### src/iepf_pkg.sv
// Package: register map, field layout and carrier types of the enable/pending/fast-vector slice
package iepf_pkg;

	// ----------------------------------------
	// Register offsets (byte addresses)
	// ----------------------------------------
	localparam logic [11:0] OFF_GLOBAL_STATUS   = 12'h04c;
	localparam logic [11:0] OFF_FAST_SLOT2      = 12'h068;
	localparam logic [11:0] OFF_FAST_SLOT3      = 12'h06c;
	localparam logic [11:0] OFF_EN_SET_LOW      = 12'h100;
	localparam logic [11:0] OFF_EN_SET_HIGH     = 12'h104;
	localparam logic [11:0] OFF_EN_CLR_LOW      = 12'h180;
	localparam logic [11:0] OFF_EN_CLR_HIGH     = 12'h184;
	localparam logic [11:0] OFF_PEND_SET_LOW    = 12'h200;
	localparam logic [11:0] OFF_ENABLE_VIEW_LOW = 12'h800;
	localparam logic [11:0] OFF_ENABLE_VIEW_HI  = 12'h804;
	localparam logic [11:0] OFF_EVT_STATUS      = 12'h810;
	localparam logic [11:0] OFF_EVT_MASK        = 12'h814;

	// ----------------------------------------
	// Field positions and widths
	// ----------------------------------------
	localparam int IRQ_NUM_MSB     = 31;
	localparam int IRQ_NUM_LSB     = 24;
	localparam int ADDR_STORE_W    = 20;
	localparam int LOW_FIRST_IRQ   = 12;
	localparam int HIGH_FIRST_IRQ  = 32;
	localparam int HIGH_IRQ_COUNT  = 28;
	localparam int NUM_IRQS        = 64;
	localparam int GLOBAL_PEND_BIT = 9;

	// Writable bit masks per register
	localparam logic [31:0] MASK_LOW_RANGE = 32'hfffff000;
	localparam logic [31:0] MASK_HIGH      = 32'h0fffffff;
	localparam logic [31:0] MASK_PEND_LOW  = 32'hfffff00c;
	localparam logic [1:0]  MASK_EVT       = 2'h3;

	// ----------------------------------------
	// Reset values
	// ----------------------------------------
	localparam logic [7:0]  RST_IRQ_NUM  = 8'h00;
	localparam logic [19:0] RST_ADDR     = 20'h00000;
	localparam logic [63:0] RST_ENABLES  = 64'h0;
	localparam logic [63:0] RST_PENDING  = 64'h0;
	localparam logic [1:0]  RST_EVT      = 2'h0;

	// Event bit positions in status and mask
	localparam int EVT_PEND_SET_BIT = 0;
	localparam int EVT_ENABLE_BIT   = 1;

	// ----------------------------------------
	// Carriers
	// ----------------------------------------
	typedef struct packed {
		logic [7:0]  irq_num;
		logic [19:0] handler_addr;
	} iepf_fast_slot_type;

	typedef struct packed {
		logic        cyc;
		logic        stb;
		logic        we;
		logic [3:0]  sel;
		logic [11:0] adr;
		logic [31:0] dat;
	} iepf_wb_req_type;

	typedef struct packed {
		iepf_fast_slot_type slot2;
		iepf_fast_slot_type slot3;
		logic [63:0]        enables;
		logic [63:0]        pending;
		logic [1:0]         evt_status;
		logic [1:0]         evt_mask;
		logic               ack;
		logic [31:0]        rdata;
		logic               irq;
		logic               any_pend;
	} iepf_state_type;

endpackage

### src/iepf_regs.sv
// Module: enable, pending-set and fast-vector register slice on a classic Wishbone slave
//
// The implementer's own choice: the Wishbone register port.
`timescale 1ns/100ps
// Notes on behaviour
// - Fast slots 2 and 3 hold a read/write 8-bit interrupt number in [31:24], reset zero.
// - Fast slots hold the handler address low bits in [19:0], read/write, reset zero.
// - Only address bits 19..0 are stored; bits 23..20 always read zero.
// - Enable-set low: a one in bits 31..12 enables that interrupt; zero does nothing.
// - Enable-set high: ones in bits 27..0 enable interrupts 32..59; 31..28 reserved.
// - Enable-clear low: a one in bits 31..12 disables that interrupt; zero does nothing.
// - Enable-clear high: ones in bits 27..0 disable interrupts 32..59; zero does nothing.
// - Pending-set low: a one in bits 31..12 marks that interrupt pending.
// - Pending-set low bits 3..2 mark interrupts 2 and 3 pending; others reserved.
// - A read-only global flag shows whether any interrupt is pending.
module iepf_regs #(
	parameter int ADDR_W = 12
) (
	// Clock and reset
	input  wire logic                  i_core_clk,
	input  wire logic                  i_rst,
	// Wishbone slave
	input  wire logic                  i_wb_cyc,
	input  wire logic                  i_wb_stb,
	input  wire logic                  i_wb_we,
	input  wire logic [3:0]            i_wb_sel,
	input  wire logic [ADDR_W-1:0]     i_wb_adr,
	input  wire logic [31:0]           i_wb_dat,
	output logic      [31:0]           o_wb_dat,
	output logic                       o_wb_ack,
	// Pending clear from the neighbouring slice
	input  wire logic [63:0]           i_pend_clear,
	// Controller-facing state
	output iepf_pkg::iepf_fast_slot_type o_fast_slot2,
	output iepf_pkg::iepf_fast_slot_type o_fast_slot3,
	output logic      [63:0]           o_irq_enables,
	output logic      [63:0]           o_irq_pending,
	output logic                       o_global_pending_flag,
	// Interrupt
	output logic                       o_irq
);

	iepf_pkg::iepf_state_type  st_r;
	iepf_pkg::iepf_state_type  st_nxt;
	iepf_pkg::iepf_wb_req_type req;

	// ----------------------------------------
	// Helpers
	// ----------------------------------------
	function automatic logic [31:0] lane_mask(input logic [3:0] sel);
		lane_mask = {{8{sel[3]}}, {8{sel[2]}}, {8{sel[1]}}, {8{sel[0]}}};
	endfunction

	// Enable view high word: interrupts 32..59 in bits 27..0
	function automatic logic [31:0] high_word(input logic [63:0] v);
		high_word = v[63:32] & iepf_pkg::MASK_HIGH;
	endfunction

	function automatic logic [31:0] slot_word(input iepf_pkg::iepf_fast_slot_type s);
		slot_word = {s.irq_num, 4'h0, s.handler_addr};
	endfunction

	assign req = '{cyc: i_wb_cyc, stb: i_wb_stb, we: i_wb_we, sel: i_wb_sel,
		adr: i_wb_adr[11:0], dat: i_wb_dat};

	// ----------------------------------------
	// Next state
	// ----------------------------------------
	always_comb begin
		logic        take;
		logic        wr;
		logic [31:0] wd;
		logic [31:0] wm;
		logic [63:0] en_set;
		logic [63:0] en_clr;
		logic [63:0] pd_set;
		logic [1:0]  evt;
		logic [31:0] rd;
		st_nxt = st_r;
		take   = req.cyc && req.stb && !st_r.ack;
		wr     = take && req.we;
		wm     = lane_mask(req.sel);
		wd     = req.dat & wm;
		en_set = 64'h0;
		en_clr = 64'h0;
		pd_set = 64'h0;
		rd     = 32'h0;
		evt    = 2'h0;

		if (wr) begin
			if (req.adr == iepf_pkg::OFF_FAST_SLOT2) begin
				if (req.sel[3]) begin
					st_nxt.slot2.irq_num = req.dat[31:24];
				end
				st_nxt.slot2.handler_addr = (st_r.slot2.handler_addr & ~wm[19:0])
					| wd[19:0];
			end else if (req.adr == iepf_pkg::OFF_FAST_SLOT3) begin
				if (req.sel[3]) begin
					st_nxt.slot3.irq_num = req.dat[31:24];
				end
				st_nxt.slot3.handler_addr = (st_r.slot3.handler_addr & ~wm[19:0])
					| wd[19:0];
			end else if (req.adr == iepf_pkg::OFF_EN_SET_LOW) begin
				en_set[31:0] = wd & iepf_pkg::MASK_LOW_RANGE;
			end else if (req.adr == iepf_pkg::OFF_EN_SET_HIGH) begin
				en_set[63:32] = wd & iepf_pkg::MASK_HIGH;
			end else if (req.adr == iepf_pkg::OFF_EN_CLR_LOW) begin
				en_clr[31:0] = wd & iepf_pkg::MASK_LOW_RANGE;
			end else if (req.adr == iepf_pkg::OFF_EN_CLR_HIGH) begin
				en_clr[63:32] = wd & iepf_pkg::MASK_HIGH;
			end else if (req.adr == iepf_pkg::OFF_PEND_SET_LOW) begin
				pd_set[31:0] = wd & iepf_pkg::MASK_PEND_LOW;
			end else if (req.adr == iepf_pkg::OFF_EVT_MASK) begin
				st_nxt.evt_mask = (st_r.evt_mask & ~wm[1:0]) | (wd[1:0] & iepf_pkg::MASK_EVT);
			end
		end

		// Set wins over clear when both name the same interrupt in one write
		st_nxt.enables = (st_r.enables & ~en_clr) | en_set;
		// Pending set wins over a simultaneous clear from the neighbour
		st_nxt.pending = (st_r.pending & ~i_pend_clear) | pd_set;

		evt[iepf_pkg::EVT_PEND_SET_BIT] = |pd_set;
		evt[iepf_pkg::EVT_ENABLE_BIT]   = |en_set;
		// Write-one-to-clear, new events win over the clear
		if (wr && req.adr == iepf_pkg::OFF_EVT_STATUS) begin
			st_nxt.evt_status = st_r.evt_status & ~(wd[1:0] & iepf_pkg::MASK_EVT);
		end
		st_nxt.evt_status = st_nxt.evt_status | evt;

		// Reads: write-only registers and unmapped offsets answer zero
		if (req.adr == iepf_pkg::OFF_FAST_SLOT2) begin
			rd = slot_word(st_r.slot2);
		end else if (req.adr == iepf_pkg::OFF_FAST_SLOT3) begin
			rd = slot_word(st_r.slot3);
		end else if (req.adr == iepf_pkg::OFF_GLOBAL_STATUS) begin
			rd[iepf_pkg::GLOBAL_PEND_BIT] = st_r.any_pend;
		end else if (req.adr == iepf_pkg::OFF_ENABLE_VIEW_LOW) begin
			rd = st_r.enables[31:0];
		end else if (req.adr == iepf_pkg::OFF_ENABLE_VIEW_HI) begin
			rd = high_word(st_r.enables);
		end else if (req.adr == iepf_pkg::OFF_EVT_STATUS) begin
			rd[1:0] = st_r.evt_status;
		end else if (req.adr == iepf_pkg::OFF_EVT_MASK) begin
			rd[1:0] = st_r.evt_mask;
		end else begin
			rd = 32'h0;
		end

		st_nxt.ack   = take;
		st_nxt.rdata = (take && !req.we) ? rd : 32'h0;
		st_nxt.any_pend = |st_nxt.pending;
		st_nxt.irq   = |(st_nxt.evt_status & st_nxt.evt_mask);
	end

	// ----------------------------------------
	// State register
	// ----------------------------------------
	always_ff @(posedge i_core_clk) begin
		if (i_rst) begin
			st_r <= '{
				slot2: '{irq_num: iepf_pkg::RST_IRQ_NUM, handler_addr: iepf_pkg::RST_ADDR},
				slot3: '{irq_num: iepf_pkg::RST_IRQ_NUM, handler_addr: iepf_pkg::RST_ADDR},
				enables: iepf_pkg::RST_ENABLES,
				pending: iepf_pkg::RST_PENDING,
				evt_status: iepf_pkg::RST_EVT,
				evt_mask: iepf_pkg::RST_EVT,
				ack: 1'b0,
				rdata: 32'h0,
				irq: 1'b0,
				any_pend: 1'b0
			};
		end else begin
			st_r <= st_nxt;
		end
	end

	assign o_wb_dat              = st_r.rdata;
	assign o_wb_ack              = st_r.ack;
	assign o_fast_slot2          = st_r.slot2;
	assign o_fast_slot3          = st_r.slot3;
	assign o_irq_enables         = st_r.enables;
	assign o_irq_pending         = st_r.pending;
	assign o_global_pending_flag = st_r.any_pend;
	assign o_irq                 = st_r.irq;

endmodule

### config.mk
export PLATFORM = sky130hd
export DESIGN_NAME = iepf_regs
export DESIGN_NICKNAME = d
export VERILOG_FILES = /design/src/iepf_pkg.sv /design/src/iepf_regs.sv
export SDC_FILE = /design/constraint.sdc
export NUM_CORES = 1
export LEC_CHECK = 0
export ABC_CLOCK_PERIOD_IN_PS = 1800
export BUFFER_PORTS_ARGS = -buffer_cell sky130_fd_sc_hd__buf_2
export CAP_MARGIN = 0
export CORE_MARGIN = 5
export CORE_UTILIZATION = 46
export DETAILED_ROUTE_END_ITERATION = 10
export PLACE_DENSITY = 0.77
export SETUP_SLACK_MARGIN = 0.15
export SKIP_LAST_GASP = 1
export SYNTH_ARGS = -nofsm -noshare
export SYNTH_HDL_FRONTEND = slang
export SYNTH_SLANG_ARGS = --single-unit
### constraint.sdc
create_clock -name i_core_clk -period 1.8 [get_ports i_core_clk]
set_input_delay 0.09 -clock i_core_clk [delete_from_list [all_inputs] [get_ports i_core_clk]]
set_output_delay 0.09 -clock i_core_clk [all_outputs]
set_load 0.03 [all_outputs]
# ---- After elaboration in Yosys (flattened, before gate mapping)
# Index checks and enable logic that the tools add are counted.
# W data, S select, Z words.
dict set report op_classes {
  bitwise_logic 21
  n_eq_ne 12
  reduce_logical 17
  n_mux 41
}
# cell count
set op_table {}
lappend op_table {{$mux W32} 13}
lappend op_table {{$mux W60} 6}
lappend op_table {{$mux W28} 5}
lappend op_table {{$and A64 B64 Y64} 2}
lappend op_table {{$mux W64} 2}
lappend op_table {{$not A64 Y64} 2}
lappend op_table {{$reduce_or A64 Y1} 2}
lappend op_table {{$or A64 B32 Y64} 1}
lappend op_table {{$or A64 B64 Y64} 1}
lappend op_table {{$eq A12 B12 Y1 const B} 4}
lappend op_table {{$eq A12 B9 Y1 const B} 4}
lappend op_table {{$and A20 B20 Y20} 2}
lappend op_table {{$or A20 B20 Y20} 2}
lappend op_table {{$eq A12 B7 Y1 const B} 3}
lappend op_table {{$and A32 B32 Y32} 1}
lappend op_table {{$reduce_or A32 Y1} 1}
lappend op_table {{$mux W2} 12}
lappend op_table {{$mux W22} 1}
lappend op_table {{$not A20 Y20} 1}
lappend op_table {{$eq A12 B10 Y1 const B} 1}
lappend op_table {{$mux W9} 1}
lappend op_table {{$and A2 B2 Y2} 3}
lappend op_table {{$reduce_and A3 Y1} 2}
lappend op_table {{$logic_and A1 B1 Y1} 5}
lappend op_table {{9 further kinds} 14}
dict set report word_totals {
  elab_cells 104
  out_inout_bits 219
  in_bits 117
  register_bits 223
}

# ---- Depth between registers and ports, before layout
dict set report depth {
  word_depth 14
  ltp_mapped 8
}

# ---- Least setup slack after synthesis
# OpenSTA, ideal clock, no wires.
dict set report synth_timing {
  path_kind {reg-to-reg}
  start {register st_r (netlist bit o_wb_ack)}
  end {register st_r (netlist bit o_irq)}
  slack_ns -0.186
  period_less_slack_ns 1.986
  path_buffers 2
  stages_incl_launch_ff 9
  arrival_time_ns 1.869
  path_cell_list {dfxtp_1 > and4b_1 > buf_6 > and2_4 > buf_6 > a2111oi_4 > o21ai_1 > nand4b_1 > a22o_1}
}
dict set report synth_via {
  elab_chain_cells 8
  word_cells_on_any_way 13
  classes_between {4 x mux; 2 x bitwise; 7 x reduce/logical}
}
# item line
set synth_rtl {}
lappend synth_rtl {{start: declaration} iepf_regs.sv:43} ;# iepf_pkg::iepf_state_type st_r;
lappend synth_rtl {{start signal: assignment} iepf_regs.sv:161} ;# st_r <= '{
lappend synth_rtl {{start signal: assignment} iepf_regs.sv:174} ;# st_r <= st_nxt;
lappend synth_rtl {{$logic_not A1 Y1 *} iepf_regs.sv:80} ;# take = req.cyc && req.stb && !st_r.ack;
lappend synth_rtl {{$logic_and A1 B1 Y1 *} iepf_regs.sv:80}
lappend synth_rtl {{$logic_and A1 B1 Y1 *} iepf_regs.sv:81} ;# wr = take && req.we;
lappend synth_rtl {{$mux W64 (tied with other cells)} iepf_regs.sv:90} ;# if (wr) begin
lappend synth_rtl {{$reduce_or A64 Y1 (tied with other cells)} iepf_regs.sv:124} ;# evt[iepf_pkg::EVT_ENABLE_BIT] = |en_set;
lappend synth_rtl {{$or A2 B2 Y2} iepf_regs.sv:129} ;# st_nxt.evt_status = st_nxt.evt_status | evt;
lappend synth_rtl {{$and A2 B2 Y2 *} iepf_regs.sv:153} ;# st_nxt.irq = |(st_nxt.evt_status & st_nxt.evt_mask);
lappend synth_rtl {{$reduce_or A2 Y1 *} iepf_regs.sv:153}
# Every way passes the cells marked *; elsewhere a longest branch is shown, timed or not.
# A chain may end at the register's enable or synchronous reset.

==> results.cfg <==
[synth]
synth_area_per_cell_sq_um = 8.30
synth_cells = 1208
synth_cell_types = 56
ys_warn_count = 0
synthArstFlopShare_pct = 0
synth_seq_cells = 207
netlist_area_sq_um = 10000
yosys_most_used_dff = dfxtp_1
synth_edf_count = 0
seq_area_frac_synth_pct = 41.3

[critical_path]
cp.arrival_ns = 2.21
cp_top_family = simple AND/OR/NAND/NOR gates
worst-path-buf-inv = 3
start_kind = register
worst_setup_path_end_kind = register
cp_slowest_cell = dfxtp_4
path_max_fanout = 12
slowest_delay_ns = 0.34
required_ns = 2.22
path_cells = and4b_2 -> buf_12 -> and2_4 -> buf_6 -> bufbuf_16 -> nand3_1 -> a21oi_2
critical_path_class = reg2reg

[route]
vias = 9798
first_pass_iters = 9
route.detailed.drc = 0
wl_per_cell_um = 20.6
ant_nets = 0
wl_mm = 36.3
drt_iter0_drc = 881
routed_via_density = 5.57

[sta]
relSlewSlack_pct = 45.8
hold_viol_final = 0
setup-violations-final = 0
finalCritPeriodShare_pct = 99.5
slew_viol_final = 0
fin_tns_setup_ns = 0
fmax_mhz = 558
setup_slack_ns = 0.00855
rsz0062_at_grt = yes
tightestPinTransition_ns = 0.813
min_period_ns = 1.79
clock_skew_ns = 0.0108

[global_routing]
grt_util_met3_pct = 6.86
grt.total_usage_pct = 27.6
first_global_vias = 9521
grt_antenna_before_repair = 4
overflow = 0
grtUsageMet2_pct = 45.1
grt_first_pass_wirelength_mm = 54.0
met1_usage_pct = 35.2
grt_max_degree = 174
busiest_layer = met2

[clock_network]
cts_tree = built
cts_num_sinks = 207
clk_pin_slew_worst_paths_ns = 0.06
cts_buffers = 23
insertion_delay_ns = 0.50
clock-root-buffer = clkbuf_16
clock_path_buffers = 3
cts_htree_levels = 1

[floorplanning]
num_rows = 54
io_pins = 336
floorplan.initialDensity_pct = 46.4
die_h_um = 158
dieArea_sq_um = 24900
coreArea_sq_um = 21600
die_w_um = 158

[power]
power_per_cell_area_nw_per_um2 = 774
ir_drop_mv = 0.546
p_leak_nw = 5.47

[final_layout]
diodes = 0
multiInputGateArea_sq_um = 4120
area_growth_pct = 28.1
drive_gt1_share_pct = 34.5
finalNetCount = 1585
fill_cells = 1802
stdcell_area_sq_um = 12900
final_cells = 1760
seq_area_sq_um = 4150

[status]
status = finished clean

[placement]
dp_cells = 1632
placedInstanceArea_sq_um = 11000
port_buffers = 319
hpwl_mm = 25.3
place_ws_ns = -0.0766
globalplace.congestion = 0.911

[hold_path]
min_path_type = in2reg

[flow_run]
cap_violations = 0
[cells in the mapped netlist, types with 3 or more instances]
master	number	area share (%)
a21oi_1	124	6.2
a222oi_1	17	1.7
a22oi_1	23	1.7
a311oi_1	4	0.35
a31oi_1	5	0.31
and2_1	6	0.37
and3_1	3	0.19
and4_1	4	0.35
buf_2	16	0.80
buf_4	223	17
buf_6	4	0.45
clkbuf_1	43	1.6
dfxtp_1	207	41
inv_1	5	0.19
mux2i_1	10	1.0
nand2_1	118	4.4
nand2b_1	61	3.8
nand3_1	105	5.2
nand4_1	26	1.6
nor2_1	88	3.3
nor2b_1	9	0.56
nor3_1	6	0.30
nor4_1	7	0.44
o21ai_0	44	2.2
o31ai_1	4	0.30
o41ai_1	3	0.26
[layout by cell type (no fill, tap or decap), types with 15 or more instances in the layout]
cell type,Yosys,routed
a21oi_1,124,118
buf_4,223,81
buf_12,0,15
o21ai_1,1,15
buf_2,16,318
conb_1,1,16
dlygate4sd3_1,0,83
a222oi_1,17,17
nand2_1,118,109
nor2_1,88,87
clkbuf_16,0,24
nand2b_1,61,61
dfxtp_1,207,206
nand3_1,105,96
o21ai_0,44,30
nand4_1,26,26
a22oi_1,23,23
[worst reg2reg max path, delay by kind of cell, from the launching register on]
kind                   cells  cell delay (ns)
buffers and inverters      3             0.58
AOI/OAI and AO/OA          1             0.17
and+or+nand+nor            3             0.62
DFF                        1             0.34
[where the power goes]
part | internal (mW) | leakage (nW) | switching, mW | total (mW)
Clock | 2.74 | 0.351 | 1.87 | 4.61
Sequential | 4.58 | 1.67 | 0.000700 | 4.58
Combinational | 0.365 | 3.45 | 0.401 | 0.766
[path summary, 6_finish.rpt]
| check | from | cells after the start | slack (ns) | to |
|---|---|---|---|---|
| max | o_wb_ack | 7 | 0.009 | register |
| max reg2reg | o_wb_ack | 7 | 0.009 | register |
| min | i_wb_sel[1] | 4 | 0.01 | o_irq_enables[40] |
| min reg2reg | o_fast_slot2[21] | 2 | 0.47 | o_fast_slot2[21] |
[stage by stage]
stage	util (%)	hold slack (ns)	power, mW
detailed placement	50.9	0.267	5.25
CTS	58.6	0.00456	9.94
floorplan	-	0.168	4.93
finish	59.4	0.0141	9.95
global placement	50.9	0.269	5.24
global route	59.4	0.0196	10.2
[cell families (layout without fill, tap and decap cells)]
kind of cell | count (synthesis) | after routing | synth area share, %
AOI/OAI and AO/OA | 237 | 237 | 14.3
and+or+nand+nor | 459 | 459 | 23.4
other | 1 | 16 | 0.0374
DFF | 207 | 207 | 41.3
buffers and inverters | 292 | 549 | 19.8
muxes | 12 | 12 | 1.22
[final cells by class]
class | instances | share of cell area [%]
multi-input combinational | 724 | 32.0
clock inverter | 6 | 0.643
clock buffer | 31 | 4.95
inverter | 5 | 0.146
sequential | 207 | 32.3
timing repair buffer | 507 | 27.2
tap | 280 | 2.73
[routing by layer]
layer / wire length, um / part of all wire (%)
met1: 14300 / 39
met4: 1490 / 4.1
met3: 3810 / 10
met2: 16700 / 46
met5: 68 / 0.19
[timing repair]
item                                   CTS  global route
hold buffers                            83             0
gates cloned                             2             1
setup endpoints to repair              102           117
resized for setup                       21            39
pin swaps                                3             4
endpoints found under the hold margin  103             0
buffers inserted                         1             4
(Power assumes the default switching activity.)
